==> src/rtl/ccp_pkg.sv <==
// Package with register map, mode codes and field layout of the capture/compare/PWM unit
package ccp_pkg;

  // ----------------------------------------
  // Register map (byte offsets)
  // ----------------------------------------
  localparam logic [7:0] CTRL_OFF = 8'h00;
  localparam logic [7:0] DUTY_OFF = 8'h04;
  localparam logic [7:0] TIMER_OFF = 8'h08;
  localparam logic [7:0] CMP_OFF = 8'h0c;
  localparam logic [7:0] CAPT_OFF = 8'h10;
  localparam logic [7:0] STATUS_OFF = 8'h14;
  localparam logic [7:0] PERIOD_OFF = 8'h18;

  // ----------------------------------------
  // Control register fields
  // ----------------------------------------
  localparam int MODE_LSB = 0;
  localparam int DUTY_LSB_POS = 4;
  localparam int OUTCFG_POS = 6;
  localparam int ADC_EN_POS = 8;
  localparam int TSEL_POS = 9;

  // ----------------------------------------
  // Reset values and the reverse bridge config code
  // ----------------------------------------
  localparam logic [31:0] CTRL_RST = 32'h0000_0000;
  localparam logic [7:0] DUTY_RST = 8'h00;
  localparam logic [15:0] PERIOD_RST = 16'h00ff;
  localparam logic [1:0] CFG_REVERSE = 2'h3;

  // ----------------------------------------
  // Mode codes
  // ----------------------------------------
  localparam logic [3:0] M_OFF = 4'h0;
  localparam logic [3:0] M_CMP_TOG = 4'h2;
  localparam logic [3:0] M_CAP_FALL = 4'h4;
  localparam logic [3:0] M_CAP_RISE = 4'h5;
  localparam logic [3:0] M_CAP_R4 = 4'h6;
  localparam logic [3:0] M_CAP_R16 = 4'h7;
  localparam logic [3:0] M_CMP_SET = 4'h8;
  localparam logic [3:0] M_CMP_CLR = 4'h9;
  localparam logic [3:0] M_CMP_FLAG = 4'ha;
  localparam logic [3:0] M_CMP_SPEC = 4'hb;
  localparam logic [3:0] M_PWM_HH = 4'hc;
  localparam logic [3:0] M_PWM_HL = 4'hd;
  localparam logic [3:0] M_PWM_LH = 4'he;
  localparam logic [3:0] M_PWM_LL = 4'hf;

  // Prescale terminal counts for divided capture
  localparam logic [3:0] PRE4_LAST = 4'h3;
  localparam logic [3:0] PRE16_LAST = 4'hf;

endpackage

==> src/rtl/ccp_unit.sv <==
// Capture/compare/PWM unit with AHB-Lite register access
//
// The implementer's own choices: the register addresses and register access over AHB-Lite.
`timescale 1ns/1ps
// Contract
// PWM duty is high byte over two low bits; low bits unused otherwise.
// Mode 0000 turns everything off and resets the unit.
// Software never writes reserved modes 0001 or 0011.
// Mode 0010: compare toggles output pin on match, sets flag.
// Mode 0100: capture on every falling input edge.
// Mode 0101: capture on every rising input edge.
// Mode 0110: capture once per four rising edges.
// Mode 0111: capture once per sixteen rising edges.
// Mode 1001: compare drives output pin low on match, sets flag.
// Mode 1010: compare sets flag only, pin unchanged.
// Mode 1011: special event sets flag, resets timer, may start conversion.
// Mode 1100: PWM, outputs A to D all active high.
// Mode 1111: PWM, outputs A to D all active low.
// Config 11: reverse full bridge, B modulated, C active, A,D inactive.
// Mode 1000: compare drives output pin high on match, sets flag.
// Mode 1101 A,C high B,D low; 1110 the opposite.
module ccp_unit (
  input wire logic hclk,
  input wire logic hresetn,
  input wire logic hsel,
  input wire logic [7:0] haddr,
  input wire logic [1:0] htrans,
  input wire logic hwrite,
  input wire logic [2:0] hsize,
  input wire logic [31:0] hwdata,
  input wire logic hready,
  output logic [31:0] hrdata,
  output logic hreadyout,
  output logic hresp,
  input wire logic capture_pin,
  output logic unit_output_pin,
  output logic output_a,
  output logic output_b,
  output logic output_c,
  output logic output_d,
  output logic timer_reset,
  output logic adc_start
);

  // ----------------------------------------
  // Bus slave
  // ----------------------------------------
  logic wr_pend_r;
  logic [7:0] addr_r;
  logic [31:0] ctrl_r;
  logic [7:0] duty_high_byte;
  logic [15:0] cmp_r;
  logic [15:0] period_r;
  logic [15:0] timer_r;
  logic [15:0] capt_r;
  logic match_event_flag;
  logic capt_flag_r;
  logic [3:0] unit_mode_field;
  logic [1:0] duty_low;
  logic [1:0] outcfg;
  logic bus_take;
  logic wr_now;
  logic clr_match;
  logic clr_capt;
  logic status_wr;
  logic pwm_active;
  logic [31:0] status_word;
  logic [31:0] rd_mux;
  logic cap_s1_r;
  logic cap_s2_r;
  logic cap_s3_r;

  // Zero wait states: every register answers in the cycle after its address phase
  assign hreadyout = 1'b1;
  assign hresp = 1'b0;
  assign bus_take = hsel && hready && htrans[1];
  assign wr_now = wr_pend_r;
  assign unit_mode_field = ctrl_r[ccp_pkg::MODE_LSB +: 4];
  assign duty_low = ctrl_r[ccp_pkg::DUTY_LSB_POS +: 2];
  assign outcfg = ctrl_r[ccp_pkg::OUTCFG_POS +: 2];
  // The match and capture flags (status bits 0 and 1) are cleared by writing one
  assign status_wr = wr_now && addr_r == ccp_pkg::STATUS_OFF;
  assign clr_match = status_wr && hwdata[0];
  assign clr_capt = status_wr && hwdata[1];
  assign pwm_active = unit_mode_field[3:2] == 2'h3;
  // The pin level is read behind the synchroniser, never straight from the pad
  assign status_word = {27'h0, unit_output_pin, pwm_active, cap_s2_r, capt_flag_r,
    match_event_flag};

  always_ff @(posedge hclk or negedge hresetn) begin
    if (!hresetn) begin
      wr_pend_r <= 1'b0;
      addr_r <= 8'h00;
    end else begin
      wr_pend_r <= bus_take && hwrite;
      if (bus_take) begin
        addr_r <= haddr;
      end
    end
  end

  always_ff @(posedge hclk or negedge hresetn) begin
    if (!hresetn) begin
      ctrl_r <= ccp_pkg::CTRL_RST;
      duty_high_byte <= ccp_pkg::DUTY_RST;
      cmp_r <= 16'h0000;
      period_r <= ccp_pkg::PERIOD_RST;
    end else if (wr_now) begin
      // Writes land at the end of the data phase, when hwdata stands
      case (addr_r)
        ccp_pkg::CTRL_OFF: ctrl_r <= {22'h000000, hwdata[9:0]};
        ccp_pkg::DUTY_OFF: duty_high_byte <= hwdata[7:0];
        ccp_pkg::CMP_OFF: cmp_r <= hwdata[15:0];
        ccp_pkg::PERIOD_OFF: period_r <= hwdata[15:0];
        default: ctrl_r <= ctrl_r;
      endcase
    end
  end

  // Read data registered at the address phase so it stands in the data phase
  always_comb begin
    case (haddr)
      ccp_pkg::CTRL_OFF: rd_mux = ctrl_r;
      ccp_pkg::DUTY_OFF: rd_mux = {24'h000000, duty_high_byte};
      ccp_pkg::TIMER_OFF: rd_mux = {16'h0000, timer_r};
      ccp_pkg::CMP_OFF: rd_mux = {16'h0000, cmp_r};
      ccp_pkg::CAPT_OFF: rd_mux = {16'h0000, capt_r};
      ccp_pkg::STATUS_OFF: rd_mux = status_word;
      ccp_pkg::PERIOD_OFF: rd_mux = {16'h0000, period_r};
      default: rd_mux = 32'h0000_0000;
    endcase
  end

  always_ff @(posedge hclk or negedge hresetn) begin
    if (!hresetn) begin
      hrdata <= 32'h0000_0000;
    end else if (bus_take && !hwrite) begin
      hrdata <= rd_mux;
    end
  end

  // ----------------------------------------
  // Mode decode
  // ----------------------------------------
  logic unit_off;
  logic cap_en;
  logic cap_fall;
  logic [3:0] cap_last;
  logic cmp_en;
  logic [1:0] cmp_action;
  logic cmp_special;
  logic pwm_en;
  logic [3:0] pwm_invert;

  mode_decoder u_dec (
    .unit_mode_field(unit_mode_field),
    .unit_off(unit_off),
    .cap_en(cap_en),
    .cap_fall(cap_fall),
    .cap_last(cap_last),
    .cmp_en(cmp_en),
    .cmp_action(cmp_action),
    .cmp_special(cmp_special),
    .pwm_en(pwm_en),
    .pwm_invert(pwm_invert)
  );

  // ----------------------------------------
  // Timebase
  // ----------------------------------------
  logic timer_wrap;
  logic cmp_match;
  logic prev_match_r;

  // A period written below the running count restarts it at once, not after a full roll
  assign timer_wrap = timer_r >= period_r;
  assign cmp_match = cmp_en && timer_r == cmp_r;

  // Stands in for the neighbouring timer; the special event clears it too
  always_ff @(posedge hclk or negedge hresetn) begin
    if (!hresetn) begin
      timer_r <= 16'h0000;
    end else if (unit_off) begin
      timer_r <= 16'h0000;
    end else if (timer_wrap || (cmp_match && cmp_special)) begin
      timer_r <= 16'h0000;
    end else begin
      timer_r <= timer_r + 16'h0001;
    end
  end

  // ----------------------------------------
  // Compare
  // ----------------------------------------
  // Edge detect so a timer parked on the compare value fires once
  logic match_pulse;
  assign match_pulse = cmp_match && !prev_match_r;

  always_ff @(posedge hclk or negedge hresetn) begin
    if (!hresetn) begin
      prev_match_r <= 1'b0;
      timer_reset <= 1'b0;
      adc_start <= 1'b0;
    end else begin
      prev_match_r <= cmp_match;
      timer_reset <= match_pulse && cmp_special;
      adc_start <= match_pulse && cmp_special && ctrl_r[ccp_pkg::ADC_EN_POS];
    end
  end

  // Set wins over a clear arriving in the same cycle
  always_ff @(posedge hclk or negedge hresetn) begin
    if (!hresetn) begin
      match_event_flag <= 1'b0;
    end else if (unit_off) begin
      match_event_flag <= 1'b0;
    end else if (match_pulse) begin
      match_event_flag <= 1'b1;
    end else if (clr_match) begin
      match_event_flag <= 1'b0;
    end
  end

  always_ff @(posedge hclk or negedge hresetn) begin
    if (!hresetn) begin
      unit_output_pin <= 1'b0;
    end else if (unit_off) begin
      unit_output_pin <= 1'b0;
    end else if (match_pulse) begin
      case (cmp_action)
        2'h1: unit_output_pin <= !unit_output_pin;
        2'h2: unit_output_pin <= 1'b1;
        2'h3: unit_output_pin <= 1'b0;
        default: unit_output_pin <= unit_output_pin;
      endcase
    end
  end

  // ----------------------------------------
  // Capture
  // ----------------------------------------
  logic [3:0] pre_r;
  logic cap_edge;
  logic cap_take;

  // Two stages settle the pin, the third holds the previous level for edge detection
  always_ff @(posedge hclk or negedge hresetn) begin
    if (!hresetn) begin
      cap_s1_r <= 1'b0;
      cap_s2_r <= 1'b0;
      cap_s3_r <= 1'b0;
    end else begin
      cap_s1_r <= capture_pin;
      cap_s2_r <= cap_s1_r;
      cap_s3_r <= cap_s2_r;
    end
  end

  assign cap_edge = cap_fall ? (cap_s3_r && !cap_s2_r) : (!cap_s3_r && cap_s2_r);

  assign cap_take = cap_en && cap_edge && pre_r >= cap_last;

  // Prescaler counts qualifying edges; a capture fires on its terminal count
  always_ff @(posedge hclk or negedge hresetn) begin
    if (!hresetn) begin
      pre_r <= 4'h0;
    end else if (!cap_en) begin
      pre_r <= 4'h0;
    end else if (cap_take) begin
      pre_r <= 4'h0;
    end else if (cap_edge) begin
      pre_r <= pre_r + 4'h1;
    end
  end

  always_ff @(posedge hclk or negedge hresetn) begin
    if (!hresetn) begin
      capt_r <= 16'h0000;
    end else if (unit_off) begin
      capt_r <= 16'h0000;
    end else if (cap_take) begin
      capt_r <= timer_r;
    end
  end

  // Set wins over a clear; a clear is honoured in every cycle without a capture
  always_ff @(posedge hclk or negedge hresetn) begin
    if (!hresetn) begin
      capt_flag_r <= 1'b0;
    end else if (unit_off) begin
      capt_flag_r <= 1'b0;
    end else if (cap_take) begin
      capt_flag_r <= 1'b1;
    end else if (clr_capt) begin
      capt_flag_r <= 1'b0;
    end
  end

  // ----------------------------------------
  // PWM
  // ----------------------------------------
  // Ten-bit duty compared against the timer scaled by four
  logic [9:0] duty10;
  logic [17:0] tick4;
  logic pwm_raw;
  logic [3:0] act;

  assign duty10 = {duty_high_byte, duty_low};
  assign tick4 = {timer_r, 2'b00};
  assign pwm_raw = pwm_en && (tick4 < {8'h00, duty10});

  // Polarity applies per output after steering, so reverse steering keeps its polarities
  function automatic logic drive_level(input logic active, input logic invert);
    drive_level = active ^ invert;
  endfunction

  // Bridge steering: config 11 is reverse, anything else drives all four modulated
  always_comb begin
    if (outcfg == ccp_pkg::CFG_REVERSE) begin
      act = {1'b0, 1'b1, pwm_raw, 1'b0};
    end else begin
      act = {4{pwm_raw}};
    end
  end

  always_ff @(posedge hclk or negedge hresetn) begin
    if (!hresetn) begin
      output_a <= 1'b0;
      output_b <= 1'b0;
      output_c <= 1'b0;
      output_d <= 1'b0;
    end else if (!pwm_en) begin
      // Outputs are forced low outside PWM so a mode change never leaves one active
      output_a <= 1'b0;
      output_b <= 1'b0;
      output_c <= 1'b0;
      output_d <= 1'b0;
    end else begin
      output_a <= drive_level(act[0], pwm_invert[0]);
      output_b <= drive_level(act[1], pwm_invert[1]);
      output_c <= drive_level(act[2], pwm_invert[2]);
      output_d <= drive_level(act[3], pwm_invert[3]);
    end
  end

endmodule // ccp_unit

==> src/rtl/mode_decoder.sv <==
// Decoder from the four-bit mode field to unit function controls
`timescale 1ns/1ps
module mode_decoder (
  input wire logic [3:0] unit_mode_field,
  output logic unit_off,
  output logic cap_en,
  output logic cap_fall,
  output logic [3:0] cap_last,
  output logic cmp_en,
  output logic [1:0] cmp_action,
  output logic cmp_special,
  output logic pwm_en,
  output logic [3:0] pwm_invert
);

  always_comb begin
    unit_off = 1'b0;
    cap_en = 1'b0;
    cap_fall = 1'b0;
    cap_last = 4'h0;
    cmp_en = 1'b0;
    cmp_action = 2'h0;
    cmp_special = 1'b0;
    pwm_en = 1'b0;
    pwm_invert = 4'h0;
    // Action codes: 0 flag only, 1 toggle, 2 drive high, 3 drive low
    case (unit_mode_field)
      ccp_pkg::M_OFF: unit_off = 1'b1;
      ccp_pkg::M_CMP_TOG: begin
        cmp_en = 1'b1;
        cmp_action = 2'h1;
      end
      ccp_pkg::M_CAP_FALL: begin
        cap_en = 1'b1;
        cap_fall = 1'b1;
      end
      ccp_pkg::M_CAP_RISE: cap_en = 1'b1;
      ccp_pkg::M_CAP_R4: begin
        cap_en = 1'b1;
        cap_last = ccp_pkg::PRE4_LAST;
      end
      ccp_pkg::M_CAP_R16: begin
        cap_en = 1'b1;
        cap_last = ccp_pkg::PRE16_LAST;
      end
      ccp_pkg::M_CMP_SET: begin
        cmp_en = 1'b1;
        cmp_action = 2'h2;
      end
      ccp_pkg::M_CMP_CLR: begin
        cmp_en = 1'b1;
        cmp_action = 2'h3;
      end
      ccp_pkg::M_CMP_FLAG: cmp_en = 1'b1;
      ccp_pkg::M_CMP_SPEC: begin
        cmp_en = 1'b1;
        cmp_special = 1'b1;
      end
      ccp_pkg::M_PWM_HH: pwm_en = 1'b1;
      ccp_pkg::M_PWM_HL: begin
        pwm_en = 1'b1;
        pwm_invert = 4'ha;
      end
      ccp_pkg::M_PWM_LH: begin
        pwm_en = 1'b1;
        pwm_invert = 4'h5;
      end
      ccp_pkg::M_PWM_LL: begin
        pwm_en = 1'b1;
        pwm_invert = 4'hf;
      end
      // Reserved codes select nothing and behave like off without a reset
      default: unit_off = 1'b0;
    endcase
  end

endmodule // mode_decoder

==> config.mk <==
export PLATFORM = sky130hd
export DESIGN_NAME = ccp_unit
export DESIGN_NICKNAME = d
export VERILOG_FILES = /design/src/rtl/ccp_pkg.sv /design/src/rtl/ccp_unit.sv /design/src/rtl/mode_decoder.sv
export SDC_FILE = /design/constraint.sdc
export NUM_CORES = 1
export LEC_CHECK = 0
export BUFFER_PORTS_ARGS = -buffer_cell sky130_fd_sc_hd__buf_2
export CAP_MARGIN = 10
export CORE_MARGIN = 1.5
export CORE_UTILIZATION = 55
export CTS_CLUSTER_DIAMETER = 50
export DETAILED_ROUTE_END_ITERATION = 10
export GPL_ROUTABILITY_DRIVEN = 0
export PLACE_DENSITY = 0.8
export SYNTH_ARGS = -nofsm -noshare
export SYNTH_HDL_FRONTEND = slang
export SYNTH_SLANG_ARGS = --single-unit
==> constraint.sdc <==
create_clock -name hclk -period 3.51 [get_ports hclk]
set_input_delay 0.702 -clock hclk [delete_from_list [all_inputs] [get_ports hclk]]
set_output_delay 0.702 -clock hclk [all_outputs]
set_load 0.005 [all_outputs]
After elaboration in Yosys (flattened, before gate mapping)
Cells that the tools add are included.
{"block": "classes", "reduce_logical": 39, "addsub": 2, "n_lt_le_gt_ge": 3, "n_eq_ne": 30, "bitwise_logic": 4, "mux": 32}
{"op": "$pmux 16 s7", "n": 1}
{"op": "$mux 16", "n": 4}
{"op": "$eq 8x5->1 const B", "n": 5}
{"op": "$eq 4x4->1 const B", "n": 8}
{"op": "$eq 8x4->1 const B", "n": 3}
{"op": "$mux 1", "n": 19}
{"op": "$lt 18x10->1", "n": 1}
{"op": "$logic_and 1x1->1", "n": 17}
{"op": "$add 16x1->16 const B", "n": 1}
{"op": "$eq 16x16->1", "n": 1}
{"op": "$eq 4x3->1 const B", "n": 4}
{"op": "$eq 8x3->1 const B", "n": 2}
{"op": "$ge 16x16->1", "n": 1}
{"op": "$logic_not 8->1", "n": 2}
{"op": "$mux 4", "n": 4}
{"op": "$pmux 4 s3", "n": 1}
{"op": "$reduce_and 2->1", "n": 5}
{"op": "$eq 2x2->1 const B", "n": 4}
{"op": "$pmux 4 s2", "n": 1}
{"op": "$reduce_or 4->1", "n": 2}
{"op": "$pmux 2 s3", "n": 1}
{"op": "$reduce_bool 3->1", "n": 2}
{"op": "$logic_not 1->1", "n": 5}
{"op": "$reduce_or 5->1", "n": 1}
{"op": "11 further kinds", "n": 15}
{"block": "word_totals", "ff_bits": 140, "inputBits": 51, "output_inout_bits": 41, "word_cells": 133}

Depth between registers and ports, before layout
Gate-level depths: netlist of run 1.
{"block": "depth", "ltp_word": 8, "mapped_depth": 11, "depth_no_buf": 9}

Cells and area by module
A second synthesis of run 1 with hierarchy kept.
{"block": "unflattened", "cells_unflattened": 680, "area_unflattened_um2": 7040.5}
{"mod": "ccp_unit", "area_each_um2": 6904.1, "cells_each": 658, "seq_area_each_um2": 3113.0, "instances": 1}
{"mod": "mode_decoder", "area_each_um2": 136.4, "cells_each": 22, "seq_area_each_um2": 0.0, "instances": 1}

Worst setup path before layout of run 1
No wires, ideal clock.
{"block": "synth_path", "path_kind": "reg-to-reg", "from": "reg ctrl_r[2]", "to": "reg capt_flag_r", "path_buffers": 2, "path_slack_ps": 1099, "stages_incl_launch_ff": 12, "required_ps": 3390, "t_arrival_ps": 2291, "setup_ps": 120, "synth_period_minus_slack_ps": 2411, "cell_sequence": "dfrtp_1 -> buf_2 -> nor2b_1 -> and2_1 -> ha_1 -> nand2b_1 -> a21o_1 -> a21o_1 -> a21oi_1 -> nor2_4 -> buf_4 -> a31o_2"}
{"block": "synth_via", "elab_chain_cells": 7, "elab_cells_between_ends": 17, "cone_classes": "order compare (1); eq/ne (4); mux (7); reduce/logical (5)"}
{"item": "start, declared", "line_no": "ccp_unit.sv:50", "rtl": "logic [31:0] ctrl_r;"}
{"item": "start signal, assigned", "line_no": "ccp_unit.sv:104", "rtl": "ctrl_r <= ccp_pkg::CTRL_RST;"}
{"item": "start signal, assigned", "line_no": "ccp_unit.sv:111", "rtl": "ccp_pkg::CTRL_OFF: ctrl_r <= {22'h000000, hwdata[9:0]};"}
{"item": "start signal, assigned", "line_no": "ccp_unit.sv:115", "rtl": "default: ctrl_r <= ctrl_r;"}
{"item": "parallel branches: the longest is 7 deep, another holds $ge 4x4->1"}
{"item": "end signal, assigned", "line_no": "ccp_unit.sv:289", "rtl": "capt_flag_r <= 1'b0;"}
{"item": "end signal, assigned", "line_no": "ccp_unit.sv:291", "rtl": "capt_flag_r <= 1'b0;"}
{"item": "end signal, assigned", "line_no": "ccp_unit.sv:293", "rtl": "capt_flag_r <= 1'b1;"}
{"item": "end, declared", "line_no": "ccp_unit.sv:57", "rtl": "logic capt_flag_r;"}
Parallel ways; which one is timed is not known.
A chain may end at the register's enable or synchronous reset.

Worst setup path after layout of run 1
{"block": "layout_path", "from": "reg ctrl_r[3]", "to": "reg capt_r[3]"}
{"block": "layout_via", "elab_chain_cells": 6, "elab_cells_between_ends": 16, "cone_classes": "order compare (1); eq/ne (4); mux (6); reduce/logical (5)"}
{"item": "parallel branches: the longest is 6 deep, another holds $ge 4x4->1"}
{"item": "end signal, assigned", "line_no": "ccp_unit.sv:282", "rtl": "capt_r <= timer_r;"}
{"item": "end, declared", "line_no": "ccp_unit.sv:55", "rtl": "logic [15:0] capt_r;"}
Parallel ways; which one is timed is not known.

==> results.yml, run 1 <==
outcome:
  status: "complete, no violations"
sta:
  period_share_pct: 74.7
  fmax_mhz: 381
  worst_slew_pin_slew_ps: 990
  fin_tns_setup_ps: 0
  fin_ws_ps: 888
  final_hold_viol_count: 0
  timing.slew.headroom_pct: 33.7
  rsz0062_at_grt: "no"
  slew_violations: 0
  finalSetupViolCount: 0
  skew_ps: 9.37
  whs_ps: 329
  period_needed_ps: 2620
critical_path:
  critPathKind: "reg2reg"
  endpoint_kind: "flop"
  cp-start-kind: "flop"
  crit_required_ps: 3840
  crit_fanout: 17
  worstPathArrival_ps: 2960
synth:
  synth_top_family_by_area: "simple AND/OR/NAND/NOR gates"
  postSynth.asyncResetShare_pct: 100
  synth_area_per_cell_sq_um: 10.6
  synth_edf_count: 0
  yosysSeqAreaShare_pct: 45.8
  syn_inst: 640
  yosys.area.top_type: "dfrtp_1"
  yosys_register_bits: 124
  synthMuxAreaShare_pct: 11.7
  synth.top_cell.area_share_pct: 42.7
  synthAdderAreaFrac_pct: 5.52
  yosys_warnings: 0
  synth_cell_types: 64
  synth-xor-area-share_pct: 4.38
  synth_area_leaders: "dfrtp_1, mux2_2, ha_1, nand2_1, xnor2_1"
  synth-simple-area-share_pct: 14.7
  synth_compound_area_share_pct: 10.3
  synth_flop_cell: "dfrtp_1"
  synth.cell_area_sq_um: 6800
place:
  placed_area_sq_um: 7050
  pre_cts_ws_ps: 722
  io_buffer_count: 53
  dpl.hpwl_um: 11300
  placed_cells: 817
pwr:
  p_per_area_nw_per_um2: 475
  leakage_nw: 3.52
  finalPower_mw: 3.63
  ir_worst_vdd_uv: 350
finish:
  nNetsFinal: 770
  multi_input_area_sq_um: 3230
  register_area_sq_um: 3110
  drive_gt1_share_pct: 23.2
  n_antenna_cell: 0
  fin_util_pct: 63.7
  areaGrowthSynthToFinish_pct: 12.5
  design_area_sq_um: 7650
  nFillCells: 877
  final_cells: 849
die:
  num_io_pins: 92
  fp.dieW_um: 114
  die_area_sq_um: 13000
  fp.coreArea_sq_um: 12000
  rows: 40
  start_util_pct: 56.6
  die_h_um: 114
clock_network:
  clockBufferDepth: 2
  postCtsResizedCells: 0
  cts_made_buffers: 17
  cts_root_buffer: "clkbuf_16"
  clk_latency_ps: 420
  cts_sinks: 124
  ctsHtreeMaxLevel: 4
  holdBufCountCts: 0
  cts_setup_buffers: 0
  cts_tree: "done"
  path_clk_slew_ps: 60
global_route:
  globalRoute.totalOverflow: 0
  grt_max_degree: 57
  groute.usage.overall_pct: 27.3
  grt_antenna_before_repair: 0
  grt_pass1_vias: 5179
  grt_pass1_wl_um: 27000
routing:
  postRouteAntennaNets: 0
  detail_route.wl_per_cell_um: 19.5
  vias: 5143
  via_per_inst: 6.06
  post-route-drc-count: 0
  dr.pass1.iters: 5
  drt_iter0_drc: 504
  routed_wl_um: 16600
job:
  maxCapViolCount: 0
worst_hold_path:
  hold_path_class: "in2async"
-- path summary, 6_finish.rpt --
| kind | startpoint | slack (ps) | depth (start not counted) | to |
|---|---|---|---|---|
| min in group hclk | cap_s1_r | 360 | 0 | cap_s2_r |
| max in group asynchronous | hresetn | 2310 | 2 | cmp_r[15] |
| worst max register to register | ctrl_r[3] | 890 | 9 | capt_r[3] |
| worst min-delay path | hresetn | 330 | 1 | addr_r[2] |
| worst min register to register | cap_s1_r | 360 | 0 | cap_s2_r |
| worst max-delay path | ctrl_r[3] | 890 | 9 | capt_r[3] |
-- routing by layer --
layer	vias to the layer above	track usage, %	share of wire [%]
li1	2311	-	-
met1	2550	34.9	41
met2	236	44.3	48
met3	46	6.35	7.5
met4	0	13.0	3.3
met5	-	0	0
-- synthesized netlist by cell type, types with 4 or more instances --
master / count
ha_1: 30
nand2b_1: 7
nor3_1: 6
nor2_1: 32
nand4_1: 10
nor4_1: 4
a22o_1: 9
nand3_1: 13
nor4_4: 6
a22oi_1: 8
dfstp_2: 8
a21oi_1: 12
mux2_2: 48
o21ai_1: 11
o22ai_1: 4
buf_6: 7
xnor2_1: 30
clkbuf_1: 11
o21ai_0: 19
nor2b_1: 4
buf_2: 5
mux2i_1: 23
nand2_1: 72
a221oi_1: 12
buf_4: 21
a21o_1: 5
inv_1: 48
dfrtp_1: 116
xor2_1: 4
-- cells by family after synthesis --
kind of cell    count (synthesis)
simple gates                  182
flops                         124
compound gates                101
buf+inv                        95
mux                            72
xor+xnor                       34
fa+ha+maj                      30
other cells                     2
-- critical path: stages (launching register included) --
cell	delay (ps)
dfrtp_1	580
nor2b_1	110
and2_1	220
ha_1	280
nand2b_1	90
a21o_1	110
a21o_1	150
a21oi_1	110
nor2_4	610
mux2i_1	280
-- cells in the final DEF (no fill, tap or decap), types with 5 or more instances in the layout --
| master | count |
|---|---|
| nor3_1 | 6 |
| nor2_1 | 32 |
| o21ai_1 | 11 |
| conb_1 | 18 |
| clkbuf_16 | 17 |
| ha_1 | 30 |
| mux2_2 | 48 |
| a221oi_1 | 12 |
| nand2_1 | 72 |
| clkbuf_8 | 6 |
| a22oi_1 | 8 |
| nand2b_1 | 7 |
| inv_1 | 48 |
| a21oi_1 | 12 |
| nand3_1 | 13 |
| nor4_4 | 6 |
| o21ai_0 | 19 |
| buf_2 | 52 |
| xnor2_1 | 30 |
| a22o_1 | 9 |
| mux2i_1 | 23 |
| dfstp_2 | 8 |
| buf_4 | 8 |
| nand4_1 | 10 |
| clkinv_2 | 5 |
| a21o_1 | 5 |
| dfrtp_1 | 116 |
-- cell type report --
class                   instances  share of cell area, %
repair buffers                 61                   4.45
clock inverters                 7                   1.11
clock buffers                  25                   6.74
well taps                     147                   2.40
multi-input cells             437                   42.2
inverters                      48                   2.36
flip-flops and latches        124                   40.7
-- registers in the layout, indices dropped and copies added (netlist names), 4 cells and up --
| name | count |
|---|---|
| cmp_r | 16 |
| ctrl_r | 10 |
| timer_r | 16 |
| pre_r | 4 |
| capt_r | 16 |
| period_r | 16 |
| addr_r | 8 |
| hrdata | 16 |
| duty_high_byte | 8 |
-- report_power, final --
part	switching (mW)	leakage, nW	internal [mW]	total, mW
sequential	0.0672	1.61	1.49	1.56
combinational	0.192	1.60	0.117	0.309
clock	0.610	0.303	1.15	1.76
No activity file was read; power rests on OpenSTA's default activity.
==> inputs of run 2 (changes only) <==
--- a/config.mk
+++ b/config.mk
@@ -5,10 +5,11 @@
 export SDC_FILE = /design/constraint.sdc
 export NUM_CORES = 1
 export LEC_CHECK = 0
+export ABC_AREA = 1
 export BUFFER_PORTS_ARGS = -buffer_cell sky130_fd_sc_hd__buf_2
 export CAP_MARGIN = 10
 export CORE_MARGIN = 1.5
-export CORE_UTILIZATION = 55
+export CORE_UTILIZATION = 53
 export CTS_CLUSTER_DIAMETER = 50
 export DETAILED_ROUTE_END_ITERATION = 10
 export GPL_ROUTABILITY_DRIVEN = 0
==> constraint.sdc (replaced) <==
create_clock -name hclk -period 2.28 [get_ports hclk]
set_input_delay 0.456 -clock hclk [delete_from_list [all_inputs] [get_ports hclk]]
set_output_delay 0.456 -clock hclk [all_outputs]
set_load 0.005 [all_outputs]
==> run 2 against run 1 <==
Net effect:
- worst setup slack got worse by 700 ps
- sequential power up 77%
- clock power grew 49%
- area after synthesis is 0.57% higher
- critical path type unchanged
- critical endpoint unchanged
==> results.yml, run 2 <==
synth:
  synth_area_leaders: "dfrtp_1, nand2_1, o21ai_0, inv_1, ha_1"
  yosys_warnings: 0
  synth.top_cell.area_share_pct: 42.5
  synth_flop_cell: "dfrtp_1"
  synth.most_common_cell: "nand2_1"
  synth_cell_types: 36
  syn_inst: 882
  synth_area_per_cell_sq_um: 7.75
  postSynth.asyncResetShare_pct: 100
  synth.cell_area_sq_um: 6840
  synth_edf_count: 0
  yosysSeqAreaShare_pct: 45.5
  synthTopCellsByCount: "nand2_1, dfrtp_1, inv_1"
  yosys_register_bits: 124
  yosys.area.top_type: "dfrtp_1"
sta:
  final_hold_viol_count: 0
  period_needed_ps: 2090
  fin_ws_ps: 191
  timing.slew.headroom_pct: 56.9
  fmax_mhz: 479
  fin_tns_setup_ps: 0
  skew_ps: 10.7
  worst_slew_pin_slew_ps: 646
  slew_violations: 0
  period_share_pct: 91.6
  finalSetupViolCount: 0
critical_path:
  critPathKind: "reg2reg"
  worstPathArrival_ps: 2430
  crit_fanout: 22
  crit_required_ps: 2620
  cp-start-kind: "flop"
  endpoint_kind: "flop"
place:
  dpl.hpwl_um: 12800
  io_buffer_count: 53
  placed_cells: 1107
  pre_cts_ws_ps: 168
die:
  rows: 41
  die_area_sq_um: 13600
  fp.dieW_um: 117
  fp.coreArea_sq_um: 12600
  start_util_pct: 54.2
  die_h_um: 117
  num_io_pins: 92
routing:
  detail_route.wl_per_cell_um: 14.9
  postRouteAntennaNets: 0
  vias: 6139
  drt_iter0_drc: 714
  via_per_inst: 5.37
  dr.pass1.iters: 9
  routed_wl_um: 17100
  post-route-drc-count: 0
finish:
  areaGrowthSynthToFinish_pct: 16.4
  nFillCells: 1090
  nNetsFinal: 1039
  fin_util_pct: 63.0
  n_antenna_cell: 0
  final_cells: 1143
  drive_gt1_share_pct: 14.3
  mostFrequentLayoutCell: "nand2_1"
  most-common-layout-cells: "nand2_1, dfrtp_1, inv_1, o21ai_0, nor2_1"
global_route:
  grt_antenna_before_repair: 0
  grt_pass1_wl_um: 28000
  globalRoute.totalOverflow: 0
  groute.usage.overall_pct: 27.2
  grt_max_degree: 54
  grt_pass1_vias: 5604
clock_network:
  cts_made_buffers: 17
  cts_root_buffer: "clkbuf_16"
  clockBufferDepth: 2
  ctsHtreeMaxLevel: 4
  clk_latency_ps: 420
  path_clk_slew_ps: 50
  cts_tree: "done"
  cts_sinks: 124
outcome:
  status: "complete, no violations"
pwr:
  p_comb_share_pct: 18.9
  intPower_mw: 4.61
  leakage_nw: 4.45
  switching_share_pct: 30.7
  clockPowerShare_pct: 39.5
  seq_power_share_pct: 41.6
  p_sw_mw: 2.04
  p_per_area_nw_per_um2: 836
  ir_worst_vdd_uv: 621
  finalPower_mw: 6.65
job:
  maxCapViolCount: 0
worst_hold_path:
  hold_path_class: "in2reg"
## run 2: cell families (layout without fill, tap and decap cells)
family	after synthesis	after routing	share of synthesized area (%)
fa+ha+maj	30	30	5.49
compound gates	147	147	11.5
flops	124	124	45.5
simple gates	410	410	25.2
buf+inv	152	225	9.88
mux	2	2	0.329
other cells	2	18	0.110
xor+xnor	15	15	1.92
## run 2: critical path, stage by stage (launching register included)
cell,delay (ps)
dfrtp_1,390
inv_1,120
nor2_4,100
inv_1,90
nor2_2,120
inv_1,50
ha_1,280
inv_1,60
nor2_1,40
o211ai_1,180
nand3_2,150
nand2_4,130
buf_12,160
nand3_1,80
o21ai_0,80
## run 2: power groups by stage
stage / Combinational (mW) / Clock, mW / Sequential, mW
after floorplan: 0.817 / 0 / 2.72
final: 1.26 / 2.63 / 2.76
after global placement: 1.14 / 0 / 2.78
after CTS: 1.21 / 2.66 / 2.75
after detailed placement: 1.19 / 0 / 2.78
after global routing: 1.44 / 2.75 / 2.80
## run 2: per-stage QoR
step / hold slack, ps / area (sq um)
2_1_floorplan: 160 / 6900
3_3_place_gp: 333 / 7330
3_5_place_dp: 335 / 7330
4_1_cts: 130 / 7920
5_1_grt: 131 / 7960
6_report: 143 / 7960
## run 2: layer usage
layer	routed length, um	vias to the layer above	part of all wire, %	global-route usage [%]
li1	-	2976	-	-
met1	7820	2828	46	39.9
met2	7220	289	42	38.8
met3	1470	46	8.6	5.35
met4	580	0	3.4	12.9
met5	0	-	0	0
## run 2: final cells by class
class / instances / area, sq um / area share (%)
clock buffers: 22 / 464 / 5.83
clock inverters: 10 / 116 / 1.46
inverters: 113 / 424 / 5.33
multi-input cells: 622 / 3130 / 39.3
flip-flops and latches: 124 / 3110 / 39.1
well taps: 172 / 215 / 2.70
repair buffers: 80 / 498 / 6.26
## run 2: final timing paths
path,to,depth (start not counted),slack [ps],startpoint
max,capt_r[3],14,190,ctrl_r[2]
min,cap_s1_r,1,140,capture_pin
max reg2reg,capt_r[3],14,190,ctrl_r[2]
min reg2reg,cap_s2_r,0,350,cap_s1_r
max in group asynchronous,hrdata[12],3,1080,hresetn
min in group asynchronous,duty_high_byte[4],2,520,hresetn
## run 2: repair_timing
item	in CTS	in global routing
endpoints found under the setup margin	0	19
hold buffers	1	0
endpoints found under the hold margin	29	0
setup buffers	0	3
resized for setup	0	4
==> inputs of run 3 (changes only) <==
--- a/config.mk
+++ b/config.mk
@@ -6,7 +6,7 @@
 export NUM_CORES = 1
 export LEC_CHECK = 0
 export ABC_AREA = 1
-export BUFFER_PORTS_ARGS = -buffer_cell sky130_fd_sc_hd__buf_2
+export BUFFER_PORTS_ARGS = -buffer_cell sky130_fd_sc_hd__clkbuf_2
 export CAP_MARGIN = 10
 export CORE_MARGIN = 1.5
 export CORE_UTILIZATION = 53
@@ -14,6 +14,7 @@
 export DETAILED_ROUTE_END_ITERATION = 10
 export GPL_ROUTABILITY_DRIVEN = 0
 export PLACE_DENSITY = 0.8
+export SETUP_SLACK_MARGIN = 0.02
 export SYNTH_ARGS = -nofsm -noshare
 export SYNTH_HDL_FRONTEND = slang
 export SYNTH_SLANG_ARGS = --single-unit
==> constraint.sdc (replaced) <==
create_clock -name hclk -period 2.28 [get_ports hclk]
set_input_delay 0.456 -clock hclk [delete_from_list [all_inputs] [get_ports hclk]]
set_output_delay 0.456 -clock hclk [all_outputs]
set_load 0.02 [all_outputs]
==> run 3 against run 2 <==
Net effect:
- combinational power up 10%
- sequential power about the same
- via count up 2.7%
==> results.yml, run 3 (same netlist as run 2, synthesis figures left out) <==
outcome:
  status: "complete, no violations"
place:
  placed_cells: 1107
  io_buffer_count: 53
  dpl.hpwl_um: 13200
  pre_cts_ws_ps: 145
  placed_area_sq_um: 7340
sta:
  period_needed_ps: 2190
  fmax_mhz: 458
  period_share_pct: 95.8
  worst_slew_pin_slew_ps: 659
  timing.slew.headroom_pct: 55.9
  fin_ws_ps: 95.0
  slew_violations: 0
  finalSetupViolCount: 0
  skew_ps: 8.43
  final_hold_viol_count: 0
die:
  rows: 41
  fp.coreArea_sq_um: 12600
  fp.dieW_um: 117
  die_area_sq_um: 13600
  num_io_pins: 92
  die_h_um: 117
  start_util_pct: 54.2
global_route:
  grt_pass1_vias: 5922
  grt_pass1_wl_um: 29300
  grt_max_degree: 33
  groute.usage.overall_pct: 28.6
  grt_antenna_before_repair: 0
  globalRoute.totalOverflow: 0
clock_network:
  path_clk_slew_ps: 60
  cts_sinks: 124
  clockBufferDepth: 2
  cts_root_buffer: "clkbuf_16"
  ctsHtreeMaxLevel: 4
  clk_latency_ps: 430
  cts_tree: "done"
  cts_made_buffers: 17
critical_path:
  crit_fanout: 10
  crit_path_max_incr_delay_ps: 390
  worstPathArrival_ps: 2480
  worst_path_dominant_cell_family: "simple AND/OR/NAND/NOR gates"
  endpoint_kind: "flop"
  crit_buf_inv: 5
  crit_chain: "inv_2, nor2_4, inv_2, nor2_2, inv_1, ha_4, inv_1, nor2_1, o211ai_1, nand3_2, nand2_4, clkbuf_16, o21ai_0"
  crit_required_ps: 2580
  slowest_stage: "dfrtp_1"
  cp-start-kind: "flop"
  critPathKind: "reg2reg"
finish:
  design_area_sq_um: 8090
  multi_input_area_sq_um: 3140
  most-common-layout-cells: "nand2_1, dfrtp_1, inv_1, o21ai_0, nor2_1"
  areaGrowthSynthToFinish_pct: 18.3
  mostFrequentLayoutCell: "nand2_1"
  fin_util_pct: 64.1
  n_antenna_cell: 0
  final_cells: 1148
  register_area_sq_um: 3110
  nFillCells: 1079
  nNetsFinal: 1044
  drive_gt1_share_pct: 15.1
pwr:
  p_per_area_nw_per_um2: 861
  leakage_nw: 4.49
  ir_worst_vdd_uv: 604
routing:
  routed_wl_um: 18400
  vias: 6303
  detail_route.wl_per_cell_um: 16.0
  drt_iter0_drc: 712
  via_per_inst: 5.49
  postRouteAntennaNets: 0
  post-route-drc-count: 0
  dr.pass1.iters: 6
job:
  maxCapViolCount: 0
worst_hold_path:
  hold_path_class: "in2reg"
## run 3: report_power, final
group          internal [mW]  switching (mW)  total, mW  leakage (nW)
Combinational          0.479           0.908       1.39          2.76
Sequential              2.49           0.295       2.78          1.44
Clock                   1.81           0.988       2.80         0.294
## run 3: worst register-to-register path, stage by stage (launching register included)
cell       delay, ps
dfrtp_1          390
inv_2             80
nor2_4           100
inv_2             70
nor2_2           150
inv_1             90
ha_4             210
inv_1             50
nor2_1            40
o211ai_1         230
nand3_2          210
nand2_4          190
clkbuf_16        180
o21ai_0           80
## run 3: worst paths after layout
check / slack, ps / endpoint / cells after the start / start
min in group asynchronous: 530 / addr_r[1] / 2 / hresetn
setup reg to reg: 90 / capt_r[5] / 13 / ctrl_r[2]
max in group asynchronous: 1090 / period_r[7] / 3 / hresetn
hold reg to reg: 360 / cap_s2_r / 0 / cap_s1_r
setup / recovery: 90 / capt_r[5] / 13 / ctrl_r[2]
hold / removal: 140 / cap_s1_r / 1 / capture_pin
## run 3: cell type report
cell class | instances | share of cell area [%]
clock buffers | 23 | 5.91
clock inverters | 9 | 1.69
inverters | 113 | 5.25
multi-input cells | 623 | 38.9
flip-flops and latches | 124 | 38.5
well taps | 172 | 2.66
repair buffers | 84 | 7.12
## run 3: metrics by stage
step	hold WS, ps	total power [mW]	TNS, ps
2_1_floorplan	160	3.60	0
3_3_place_gp	334	3.99	0
3_5_place_dp	350	4.05	0
4_1_cts	131	6.86	0
5_1_grt	133	7.28	-280
6_report	138	6.96	0
## run 3: per-layer routing
metal | part of all wire, % | wire length, um | global-route usage [%]
met3 | 8.1 | 1500 | 6.33
met1 | 43 | 7990 | 39.0
met2 | 45 | 8220 | 44.4
met4 | 3.6 | 668 | 11.8
met5 | 0 | 0 | 0
## run 3: what timing repair did
| item | CTS | global route |
|---|---|---|
| hold buffers | 1 | 0 |
| resized for setup | 0 | 9 |
| setup endpoints to repair | 0 | 17 |
| hold endpoints to repair | 14 | 0 |
| setup buffers | 0 | 5 |
